==> config.mk <==
export PLATFORM = sky130hd
export DESIGN_NAME = dual_comparator_control
export DESIGN_NICKNAME = d
export VERILOG_FILES = /design/src/hw/cmp_ctrl_pkg.sv /design/src/hw/cmp_sync_edge.sv /design/src/hw/dual_comparator_control.sv
export VERILOG_INCLUDE_DIRS = /design/src /design/src/hw
export SDC_FILE = /design/constraint.sdc
export NUM_CORES = 1
export LEC_CHECK = 0
export BUFFER_PORTS_ARGS = -buffer_cell sky130_fd_sc_hd__buf_2
export CAP_MARGIN = 20
export CORE_MARGIN = 8
export CORE_UTILIZATION = 47
export DETAILED_ROUTE_END_ITERATION = 10
export PLACE_DENSITY = 0.77
export SYNTH_ARGS = -nofsm -noshare
export SYNTH_HDL_FRONTEND = slang
export SYNTH_SLANG_ARGS = --single-unit
export TNS_END_PERCENT = 50
==> constraint.sdc <==
create_clock -name clk_sys -period 1.15 [get_ports clk_sys]
set_input_delay 0.0575 -clock clk_sys [delete_from_list [all_inputs] [get_ports clk_sys]]
set_output_delay 0.0575 -clock clk_sys [all_outputs]
set_load 0.05 [all_outputs]
==> src/hw/cmp_ctrl_regs.svh <==
`ifndef CMP_CTRL_REGS_SVH
`define CMP_CTRL_REGS_SVH
`define CMP1_CTRL_ADDR 8'h9a
`define CMP0_CTRL_ADDR 8'h9b
`define CMP1_MODE_ADDR 8'h9c
`define CMP0_MODE_ADDR 8'h9d
`define BIT_ENABLE 7
`define BIT_OUT_STATE 6
`define BIT_RISE_FLAG 5
`define BIT_FALL_FLAG 4
`define BIT_RISE_IE 5
`define BIT_FALL_IE 4
`define POS_HYS_MSB 3
`define POS_HYS_LSB 2
`define NEG_HYS_MSB 1
`define NEG_HYS_LSB 0
`define RESP_MSB 1
`define RESP_LSB 0
`define CTRL_RESET 8'h00
`define MODE_RESET 2'h2
`define SYNC_STAGES 2
`endif

==> src/hw/cmp_ctrl_pkg.sv <==
package cmp_ctrl_pkg;
   typedef logic [7:0] byte_t;
   typedef logic [1:0] field2_t;
endpackage : cmp_ctrl_pkg

==> src/hw/cmp_sync_edge.sv <==
`timescale 1ns/10ps
`include "cmp_ctrl_regs.svh"
module cmp_sync_edge (
   input wire logic clk_sys,
   input wire logic sys_rst,
   input wire logic rawIn,
   output logic level,
   output logic rise,
   output logic fall
);
   logic meta_r;
   logic sync_r;
   logic last_r;
   // ************************************************
   // Two-stage synchroniser and edge detection.
   // ************************************************
   always_ff @(posedge clk_sys) begin
      if (sys_rst) begin
         meta_r <= 1'b0;
         sync_r <= 1'b0;
         last_r <= 1'b0;
      end else begin
         meta_r <= rawIn;
         sync_r <= meta_r;
         last_r <= sync_r;
      end
   end
   assign level = sync_r;
   assign rise = sync_r & ~last_r;
   assign fall = ~sync_r & last_r;
endmodule : cmp_sync_edge

==> src/hw/dual_comparator_control.sv <==
// What this block does
// - Bit 6 of each control register reads the synchronised comparator output, 1 when plus exceeds minus.
// - Bit 5 of comparator 0's control register is a rising-edge flag that stays set until software writes 0.
// - Bit 4 of comparator 0's control register is a falling-edge flag that stays set until software writes 0.
// - Comparator 1 has the same flags, output bit, enable and hysteresis fields in its own control register.
// - Bits 3 to 2 hold the positive hysteresis code driven to the analog core, 00 meaning off.
// - Bits 1 to 0 hold the negative hysteresis code with the same encoding.
// - Bit 5 of each mode register enables the rising-edge interrupt.
// - Bit 4 of each mode register enables the falling-edge interrupt.
// - Bits 1 to 0 of each mode register hold the response mode forwarded to the analog core.
// - Mode register bits 7 to 6 and 3 to 2 read zero and ignore writes.
// - Registers decode at 0x9B, 0x9D, 0x9A and 0x9C regardless of register page.
// - Bit 7 of each control register enables the comparator and resets to 0.
// - A low-to-high output change sets the rising flag and a high-to-low change sets the falling flag.
// - A disabled comparator has its supply switched off at once and its port output forced low from the next cycle.
`timescale 1ns/10ps
`include "cmp_ctrl_regs.svh"
module dual_comparator_control (
   input wire logic clk_sys,
   input wire logic sys_rst,
   input wire cmp_ctrl_pkg::byte_t sfrAddr,
   input wire cmp_ctrl_pkg::byte_t sfrWrData,
   input wire logic sfrWrEn,
   input wire logic sfrRdEn,
   output cmp_ctrl_pkg::byte_t sfrRdData,
   input wire logic [1:0] cmpRaw,
   output logic [1:0] cmpPowerOn,
   output logic [1:0] cmpPortOut,
   output cmp_ctrl_pkg::field2_t cmp0PosHys,
   output cmp_ctrl_pkg::field2_t cmp0NegHys,
   output cmp_ctrl_pkg::field2_t cmp1PosHys,
   output cmp_ctrl_pkg::field2_t cmp1NegHys,
   output cmp_ctrl_pkg::field2_t cmp0Resp,
   output cmp_ctrl_pkg::field2_t cmp1Resp,
   output logic [1:0] cmpIrq
);
   import cmp_ctrl_pkg::*;
   // ************************************************
   // Declarations.
   // ************************************************
   logic [1:0] enable_r;
   logic [1:0] riseFlag_r;
   logic [1:0] fallFlag_r;
   logic [1:0] riseIe_r;
   logic [1:0] fallIe_r;
   field2_t posHys_r [2];
   field2_t negHys_r [2];
   field2_t resp_r [2];
   logic [1:0] irq_r;
   logic [1:0] portOut_r;
   byte_t rdData_r;
   logic [1:0] level;
   logic [1:0] rise;
   logic [1:0] fall;
   logic [1:0] ctrlWr;
   logic [1:0] modeWr;
   byte_t ctrlView [2];
   byte_t modeView [2];
   byte_t rdData_nxt;
   // ************************************************
   // Address decode.
   // ************************************************
   logic selCtrl0;
   logic selCtrl1;
   logic selMode0;
   logic selMode1;
   // Each register answers on every page because only the address is compared.
   assign selCtrl0 = (sfrAddr == `CMP0_CTRL_ADDR);
   assign selCtrl1 = (sfrAddr == `CMP1_CTRL_ADDR);
   assign selMode0 = (sfrAddr == `CMP0_MODE_ADDR);
   assign selMode1 = (sfrAddr == `CMP1_MODE_ADDR);
   assign ctrlWr[0] = sfrWrEn && selCtrl0;
   assign ctrlWr[1] = sfrWrEn && selCtrl1;
   assign modeWr[0] = sfrWrEn && selMode0;
   assign modeWr[1] = sfrWrEn && selMode1;
   // ************************************************
   // Per-comparator logic.
   // ************************************************
   for (genvar i = 0; i < 2; i++) begin : g_cmp
      // ************************************************
      // Synchroniser.
      // ************************************************
      cmp_sync_edge u_sync (
         .clk_sys(clk_sys),
         .sys_rst(sys_rst),
         .rawIn(cmpRaw[i]),
         .level(level[i]),
         .rise(rise[i]),
         .fall(fall[i])
      );
      logic enable_nxt;
      logic riseFlag_nxt;
      logic fallFlag_nxt;
      logic riseHeld;
      logic fallHeld;
      logic riseIe_nxt;
      logic fallIe_nxt;
      field2_t posHys_nxt;
      field2_t negHys_nxt;
      field2_t resp_nxt;
      logic irq_nxt;
      logic portOut_nxt;
      // ************************************************
      // Register views for readback.
      // ************************************************
      assign ctrlView[i] = {enable_r[i], level[i], riseFlag_r[i], fallFlag_r[i], posHys_r[i], negHys_r[i]};
      assign modeView[i] = {2'h0, riseIe_r[i], fallIe_r[i], 2'h0, resp_r[i]};
      // ************************************************
      // Control register next values.
      // ************************************************
      assign enable_nxt = ctrlWr[i] ? sfrWrData[`BIT_ENABLE] : enable_r[i];
      assign posHys_nxt = ctrlWr[i] ? sfrWrData[`POS_HYS_MSB:`POS_HYS_LSB] : posHys_r[i];
      assign negHys_nxt = ctrlWr[i] ? sfrWrData[`NEG_HYS_MSB:`NEG_HYS_LSB] : negHys_r[i];
      // A write replaces a flag, otherwise the flag keeps its value.
      assign riseHeld = ctrlWr[i] ? sfrWrData[`BIT_RISE_FLAG] : riseFlag_r[i];
      assign fallHeld = ctrlWr[i] ? sfrWrData[`BIT_FALL_FLAG] : fallFlag_r[i];
      // A hardware edge wins over a software clear in the same cycle.
      assign riseFlag_nxt = rise[i] | riseHeld;
      assign fallFlag_nxt = fall[i] | fallHeld;
      // ************************************************
      // Mode register next values.
      // ************************************************
      assign riseIe_nxt = modeWr[i] ? sfrWrData[`BIT_RISE_IE] : riseIe_r[i];
      assign fallIe_nxt = modeWr[i] ? sfrWrData[`BIT_FALL_IE] : fallIe_r[i];
      assign resp_nxt = modeWr[i] ? sfrWrData[`RESP_MSB:`RESP_LSB] : resp_r[i];
      // ************************************************
      // Output next values.
      // ************************************************
      assign irq_nxt = (riseFlag_r[i] & riseIe_r[i]) | (fallFlag_r[i] & fallIe_r[i]);
      // The registered port output goes low one cycle after the comparator is switched off.
      assign portOut_nxt = enable_r[i] & level[i];
      // ************************************************
      // Control registers.
      // ************************************************
      always_ff @(posedge clk_sys) begin
         if (sys_rst) begin
            enable_r[i] <= 1'b0;
            posHys_r[i] <= 2'h0;
            negHys_r[i] <= 2'h0;
         end else begin
            enable_r[i] <= enable_nxt;
            posHys_r[i] <= posHys_nxt;
            negHys_r[i] <= negHys_nxt;
         end
      end
      // ************************************************
      // Edge flags.
      // ************************************************
      always_ff @(posedge clk_sys) begin
         if (sys_rst) begin
            riseFlag_r[i] <= 1'b0;
            fallFlag_r[i] <= 1'b0;
         end else begin
            riseFlag_r[i] <= riseFlag_nxt;
            fallFlag_r[i] <= fallFlag_nxt;
         end
      end
      // ************************************************
      // Mode registers.
      // ************************************************
      always_ff @(posedge clk_sys) begin
         if (sys_rst) begin
            riseIe_r[i] <= 1'b0;
            fallIe_r[i] <= 1'b0;
            resp_r[i] <= `MODE_RESET;
         end else begin
            riseIe_r[i] <= riseIe_nxt;
            fallIe_r[i] <= fallIe_nxt;
            resp_r[i] <= resp_nxt;
         end
      end
      // ************************************************
      // Interrupt and port registers.
      // ************************************************
      always_ff @(posedge clk_sys) begin
         if (sys_rst) begin
            irq_r[i] <= 1'b0;
            portOut_r[i] <= 1'b0;
         end else begin
            irq_r[i] <= irq_nxt;
            portOut_r[i] <= portOut_nxt;
         end
      end
   end
   // ************************************************
   // Read mux.
   // ************************************************
   always_comb begin
      rdData_nxt = 8'h00;
      if (selCtrl0) begin
         rdData_nxt = ctrlView[0];
      end else if (selCtrl1) begin
         rdData_nxt = ctrlView[1];
      end else if (selMode0) begin
         rdData_nxt = modeView[0];
      end else if (selMode1) begin
         rdData_nxt = modeView[1];
      end
   end
   // ************************************************
   // Read data register.
   // ************************************************
   always_ff @(posedge clk_sys) begin
      if (sys_rst) begin
         rdData_r <= `CTRL_RESET;
      end else if (sfrRdEn) begin
         rdData_r <= rdData_nxt;
      end
   end
   // ************************************************
   // Outputs.
   // ************************************************
   assign sfrRdData = rdData_r;
   assign cmpPowerOn = enable_r;
   assign cmpPortOut = portOut_r;
   assign cmp0PosHys = posHys_r[0];
   assign cmp0NegHys = negHys_r[0];
   assign cmp1PosHys = posHys_r[1];
   assign cmp1NegHys = negHys_r[1];
   assign cmp0Resp = resp_r[0];
   assign cmp1Resp = resp_r[1];
   assign cmpIrq = irq_r;
endmodule : dual_comparator_control

# ---- After elaboration in Yosys (flattened, before gate mapping)
# Memory sizes are Yosys's and may differ from the RTL's.
# Index checks and enable logic that the tools add are counted.
dict set report op_classes {
  n_mux 23
  reduce_logical 4
  n_eq_ne 4
  bitwise 26
}
# op n
set ops {}
lappend ops {{equality test 8 bit, second input constant} 4}
lappend ops {{two-way mux 2 bit} 12}
lappend ops {{two-way mux 8 bit} 2}
lappend ops {{two-way mux 6 bit} 2}
lappend ops {{bitwise OR 1 bit} 12}
lappend ops {{bitwise AND 1 bit} 10}
lappend ops {{two-way mux 1 bit} 7}
lappend ops {{logical AND 1 bit} 4}
lappend ops {{NOT 1 bit} 4}
dict set report totals {
  inputBits 22
  register_bits 28
  n_memories 3
  ram_bits 12
}
# memory words word_bits read_ports rd_ports_with_merged_regs wr line_no
set mem_list {}
lappend mem_list {negHys_r 2 2 2 0 2 dual_comparator_control.sv:47} ;# field2_t negHys_r [2];
lappend mem_list {posHys_r 2 2 2 0 2 dual_comparator_control.sv:46} ;# field2_t posHys_r [2];
lappend mem_list {resp_r 2 2 2 0 2 dual_comparator_control.sv:48} ;# field2_t resp_r [2];

# ---- Longest topological paths before layout
# Gate-level depths: netlist of the first run.
dict set report logic_depth {
  ltp_word 5
  mapped_depth 6
  mapped_depth_nobuf 4
}

# ---- By module
# Synthesis of the first run repeated with hierarchy kept, for this count alone.
dict set report unflattened {
  cells_unflattened 206
  hier_area_um2 1975.6
}
# module instances cells_per_inst area_each_um2 seq_area_each_um2
set by_module_without_submodules {}
lappend by_module_without_submodules {dual_comparator_control 1 190 1793.0 680.7}
lappend by_module_without_submodules {cmp_sync_edge 2 8 91.3 60.1}

# ---- Worst setup path after synthesis of the first run
# No wires, ideal clock.
dict set report synth_timing {
  kind {input port to flip-flop}
  start {in sfrAddr[0]}
  end {reg fallFlag_r[0] (netlist: ctrlView[12])}
  arrival_time_ns 1.069
  required_time_ns 1.018
  path_slack_ns -0.051
  path_stages 6
  path_cell_list {buf_4 nand4b_2 nor4b_2 buf_4 mux2i_1 a21oi_1}
}
dict set report synth_via {
  elab_chain_len 4
}
# item line_no
set synth_lines {}
lappend synth_lines {{start: declaration} dual_comparator_control.sv:21} ;# input wire cmp_ctrl_pkg::byte_t sfrAddr,
lappend synth_lines {{equality test 8 bit (no line)} n/a}
lappend synth_lines {{logical AND 1 bit} dual_comparator_control.sv:72} ;# assign ctrlWr[0] = sfrWrEn && selCtrl0;
lappend synth_lines {{two-way mux 1 bit} dual_comparator_control.sv:116} ;# assign fallHeld = ctrlWr[i] ? sfrWrData[`BIT_FALL_FLAG] : fallFlag_r[i];
lappend synth_lines {{bitwise OR 1 bit} dual_comparator_control.sv:119} ;# assign fallFlag_nxt = fall[i] | fallHeld;
lappend synth_lines {{end signal: indexed assignment} dual_comparator_control.sv:155} ;# fallFlag_r[i] <= fallFlag_nxt;
lappend synth_lines {{end: declaration} dual_comparator_control.sv:43} ;# logic [1:0] fallFlag_r;
# Every way passes these cells.
# A chain may end at the register's enable or synchronous reset.

==> flow_metrics.tcl, run 1 <==
set metrics [dict create \
    cp_top_family "flip-flops" \
    fin_crit_ns 1.02 \
    synth.avg_cell_area_um2 10.0 \
    die-area_um2 6170 \
    cp.required_ns 1.09 \
    synth_cell_type_count 28 \
    cts_max_level 2 \
    final_antenna_net_count 0 \
    start_util_pct 49.5 \
    slew_headroom_pct 70.9 \
    overflow 0 \
    io_pins 48 \
    p_per_area_nw_per_um2 1280 \
    fp.dieH_um 78.6 \
    max_cap_violations 0 \
    dp_cells 276 \
    dp_hpwl_um 3210 \
    status "finished, final reports clean" \
    die_w_um 78.6 \
    gp_congestion 0.831 \
    setup_ws_ns 0.130 \
    syn-instance-count 184 \
    cts_root_buffer "clkbuf_8" \
    vdd_drop_max_mv 0.660 \
    leakagePower_nw 0.966 \
    grt_pass1_wl_um 6950 \
    post-place-ws_ns -0.145 \
    worstPathArrival_ns 0.96 \
    crit_path_cell_trace "buf_2" \
    drt_iter0_drc 67 \
    slew_violations 0 \
    drt-pass1-iter-count 4 \
    grt_setup_unrepaired "false" \
    cts_buffers 5 \
    start_kind "flop" \
    ctsLongestPathBuffers 2 \
    finClkSkew_ns 0.00858 \
    hold_viol_final 0 \
    cts_resized 0 \
    n_antenna_cell 0 \
    drt_wl_total_um 4220 \
    core_um2 3720 \
    n_fill_cell 316 \
    worst-path-max-fanout 3 \
    finalCritPeriodShare_pct 88.7 \
    cts_tree "done" \
    antenna_found_initial 0 \
    cts.clk_slew.worst_paths_ns 0.07 \
    nets 259 \
    ys_ff_latch 40 \
    p_total_mw 2.97 \
    wl_per_cell_um 14.8 \
    ys_warn_count 0 \
    crit_path_end_kind "primary output" \
    rows 22 \
    area_delta_synth_final_pct 25.8 \
    worstSetupPathType "reg -> out" \
    fin_setup_tns_ns 0 \
    routed_via_density 5.16 \
    setup_violations 0 \
    portBuffers 46 \
    synth.cell_area_um2 1840 \
    drive_gt1_share_pct 36.7 \
    clock_latency_ns 0.29 \
    grt_usage_pct 13.9 \
    slowest_stage "dfxtp_1" \
    synth-seq-area-share_pct 43.5 \
    layoutNonFillerInstCount 285 \
    clkSinkCount 40 \
    vias 1472 \
    drc_errors 0 \
    syn_nets 206 \
    hp-class "in -> reg" \
    grt_max_degree 25 \
    fmax_mhz 980 \
    critical_path_buf_inv_count 1 \
    max_stage_delay_ns 0.38 \
    worst_pin_slew_ns 0.434 \
    grt_pass1_vias 1520 \
]
## cell usage in the layout, fill, tap and decap left out, types with 5 or more instances in the layout
cell      instances
a21oi_1          16
buf_2            46
buf_4            21
clkbuf_8          5
dfxtp_1          40
mux2i_1          20
nand2b_1         14
nor2_1           19
nor2b_1           6
## registers in the layout, summed over array words and instances (netlist names)
| signal | flops |
|---|---|
| sfrRdData | 8 |
| ctrlView | 4 |
| negHys_r | 4 |
| posHys_r | 4 |
| resp_r | 4 |
| cmpIrq | 2 |
| cmpPortOut | 2 |
| cmpPowerOn | 2 |
| fallIe_r | 2 |
| g_cmp.u_sync.last_r | 2 |
| g_cmp.u_sync.level | 2 |
| g_cmp.u_sync.meta_r | 2 |
| modeView | 2 |
## worst reg2reg max path: stages, from the launching register on
cell and delay, ns:
dfxtp_1 0.39, nand2_1 0.07, a21oi_1 0.14, o221ai_1 0.15, a21oi_1 0.18
## final cells by class
class	count	area [um^2]	area share, %
clock buffer	5	68.8	2.97
inverter	2	7.51	0.324
timing repair buffer	70	428	18.5
clock inverter	2	60.1	2.59
sequential	40	801	34.6
multi-input combinational	118	891	38.5
tap	48	60.1	2.59
## synth_stat cells
library cell / instances / share of area [%]
nand3b_1: 4 / 1.6
buf_4: 16 / 6.5
nand4_1: 3 / 1.0
or2b_1: 1 / 0.41
nor4b_2: 1 / 0.82
inv_1: 1 / 0.20
inv_2: 1 / 0.20
nand3b_4: 2 / 2.2
clkbuf_1: 8 / 1.6
and2_1: 2 / 0.68
mux2i_1: 20 / 11
mux2_2: 4 / 2.4
nor2b_1: 6 / 2.0
nand4b_1: 3 / 1.4
dfxtp_1: 40 / 44
nand4bb_1: 3 / 1.8
nand3_1: 4 / 1.1
nor4_4: 3 / 3.5
nor3_1: 3 / 0.82
nand4b_2: 1 / 0.82
nand2_1: 2 / 0.41
nor2_1: 19 / 3.9
a22oi_1: 2 / 0.82
o221ai_1: 1 / 0.48
a21oi_1: 16 / 4.4
nor4b_1: 1 / 0.48
nand2b_1: 14 / 4.8
o211ai_1: 3 / 1.2
## path summary, 6_finish.rpt
| kind | cells after the start | slack, ns | end | from |
|---|---|---|---|---|
| setup / recovery | 1 | 0.13 | cmp1NegHys[0] | negHys_r[1][0] |
| hold / removal | 3 | 0.03 | posHys_r[0][0] | sfrWrData[2] |
| setup reg to reg | 4 | 0.16 | sfrRdData[5] | modeView[13] |
| hold reg to reg | 1 | 0.44 | g_cmp[1].u_sync.level | g_cmp[1].u_sync.meta_r |
## metal layers
metal / routed length (um) / share of wire (%) / vias to the layer above / global-route usage (%)
li1: - / - / 735 / -
met1: 1880 / 45 / 689 / 15.0
met2: 1950 / 46 / 42 / 23.5
met3: 336 / 8.0 / 6 / 5.92
met4: 57 / 1.4 / 0 / 5.37
met5: 0 / 0 / - / 0
## metrics by stage
step / hold WS (ns) / area (um^2) / utilization [%]
final: 0.0309 / 2320 / 62.3
after detailed placement: 0.271 / 2170 / 58.3
after global routing: 0.0341 / 2320 / 62.3
after floorplan: 0.137 / 1850 / -
after CTS: 0.0290 / 2320 / 62.3
after global placement: 0.267 / 2170 / 58.3
## power breakdown
| group | switching (mW) | total [mW] | internal, mW |
|---|---|---|---|
| clock | 0.471 | 1.32 | 0.854 |
| sequential | 0.0102 | 1.41 | 1.40 |
| combinational | 0.118 | 0.231 | 0.113 |
| total | 0.599 | 2.97 | 2.37 |
## logic make-up after synthesis
group	after synthesis	share of synthesized area (%)
buffers and inverters	26	8.57
and+or+nand+nor	72	27.7
AOI/OAI and AO/OA	22	6.87
DFF	40	43.5
muxes	24	13.3
## what timing repair did
item                      CTS  global route
hold buffers                2             0
hold endpoints to repair    2             0
buffers inserted            0             0
(Power assumes the default switching activity.)
==> run 2: changes to the inputs <==
Settings changed: CORE_UTILIZATION 47 to 49, CTS_BUF_LIST from default to sky130_fd_sc_hd__clkbuf_4, CTS_CLUSTER_SIZE from default to 28, PLACE_DENSITY 0.77 to 0.8.
==> flow_metrics.tcl, run 2 (same netlist as run 1, synthesis figures left out) <==
set metrics [dict create \
    status "finished, final reports clean" \
    finalCritPeriodShare_pct 94.6 \
    cp.required_ns 1.09 \
    crit_start "cmpPowerOn[0]" \
    comb_power_share_pct 10.4 \
    start_kind "flop" \
    timing.rr.start "ctrlView[5]" \
    area_delta_synth_final_pct 25.0 \
    worst-path-max-fanout 4 \
    slowest_stage "dfxtp_1" \
    ctsLongestPathBuffers 2 \
    met1_usage_pct 16.5 \
    finClkSkew_ns 0.0173 \
    drc_errors 0 \
    cts_hold_buf 7 \
    p_per_area_nw_per_um2 1020 \
    final_util_pct 63.3 \
    leakagePower_nw 0.953 \
    cp_top_family "flip-flops" \
    crit_path_cell_trace "buf_2" \
    final_antenna_net_count 0 \
    overflow 0 \
    layout_common_cells "46 x buf_2, 40 x dfxtp_1, 22 x buf_4" \
    hold_ws_ns 0.0164 \
    max_stage_delay_ns 0.40 \
    cts_max_level 2 \
    vdd_drop_max_mv 0.522 \
    fin_setup_tns_ns 0 \
    vias 1477 \
    crit_path_end_kind "primary output" \
    post-place-ws_ns -0.156 \
    drt_iter0_drc 86 \
    cts_root_buffer "clkbuf_4" \
    max_cap_violations 0 \
    cts_tree "done" \
    grt_setup_unrepaired "false" \
    largest_reg_flops 8 \
    sw_frac_of_total_pct 25.6 \
    r2r_end "sfrRdData[5]" \
    hold_path.startpoint "sfrWrData[4]" \
    nets 265 \
    p_total_mw 2.36 \
    gp_congestion 0.787 \
    post_cts.repair.setup_buffers 0 \
    start_util_pct 50.7 \
    p_seq_share_pct 59.8 \
    io_pins 48 \
    fin_area_um2 2300 \
    grt-busiest-layer "met2" \
    cts.clk_slew.worst_paths_ns 0.12 \
    setup_violations 0 \
    worstSetupPathType "reg -> out" \
    n_antenna_cell 0 \
    grt_use_met2_pct 25.5 \
    hp-class "in -> reg" \
    grt_max_degree 24 \
    place_area_um2 2170 \
    p_sw_mw 0.603 \
    layout_commonest_cell "buf_2" \
    slew_violations 0 \
    crit_cells 1 \
    fp.dieH_um 77.3 \
    hold_viol_final 0 \
    rr_worst_depth 4 \
    dp_hpwl_um 3140 \
    routed_via_density 5.06 \
    drt_wl_total_um 4260 \
    cts_buffers 5 \
    cts_resized 0 \
    rows 22 \
    critical_path_buf_inv_count 1 \
    worstPathArrival_ns 1.03 \
    grt_pass1_wl_um 7340 \
    dp_cells 277 \
    drt-pass1-iter-count 4 \
    r2r_setup_slack_ns 0.22 \
    slew_headroom_pct 72.9 \
    fin_crit_ns 1.09 \
    drive_gt1_share_pct 36.1 \
    clock_latency_ns 0.35 \
    antenna_found_initial 0 \
    core_um2 3630 \
    power_frac_clock_pct 29.8 \
    setup_ws_ns 0.0621 \
    portBuffers 46 \
    globalRouteMet3Util_pct 4.66 \
    die_w_um 77.3 \
    p_int_mw 1.76 \
    clkSinkCount 40 \
    layoutNonFillerInstCount 292 \
    grt_usage_pct 15.0 \
    worst_pin_slew_ns 0.403 \
    die-area_um2 5970 \
    fmax_mhz 919 \
    endpoint "cmpPowerOn[0]" \
    grt_pass1_vias 1559 \
    wl_per_cell_um 14.6 \
]
run 2: per-layer routing:
layer,vias to the layer above,routed length (um)
met5,-,0
met2,35,2040
met1,684,1870
li1,751,-
met4,0,73
met3,7,271
run 2: final cells by class:
type / instances / area (um^2)
tap: 48 / 60.1
clock buffer: 5 / 37.5
inverter: 2 / 7.51
clock inverter: 3 / 18.8
multi-input combinational: 118 / 891
timing repair buffer: 76 / 485
sequential: 40 / 801
fill: 321 / 1330
run 2: worst min path at each step:
stage                     cells after the start                      to
after floorplan                               1  g_cmp[0].u_sync.last_r
after global routing                          3             fallIe_r[1]
after CTS                                     3             fallIe_r[0]
final                                         3             fallIe_r[0]
after global placement                        2  g_cmp[0].u_sync.meta_r
after detailed placement                      2  g_cmp[0].u_sync.meta_r
run 2: power by group through the flow:
| stage | sequential (mW) | clock, mW | combinational [mW] |
|---|---|---|---|
| floorplan | 1.44 | 0 | 0.115 |
| global placement | 1.44 | 0 | 0.221 |
| detailed placement | 1.44 | 0 | 0.225 |
| CTS | 1.41 | 0.712 | 0.244 |
| global route | 1.41 | 0.767 | 0.266 |
| finish | 1.41 | 0.703 | 0.244 |
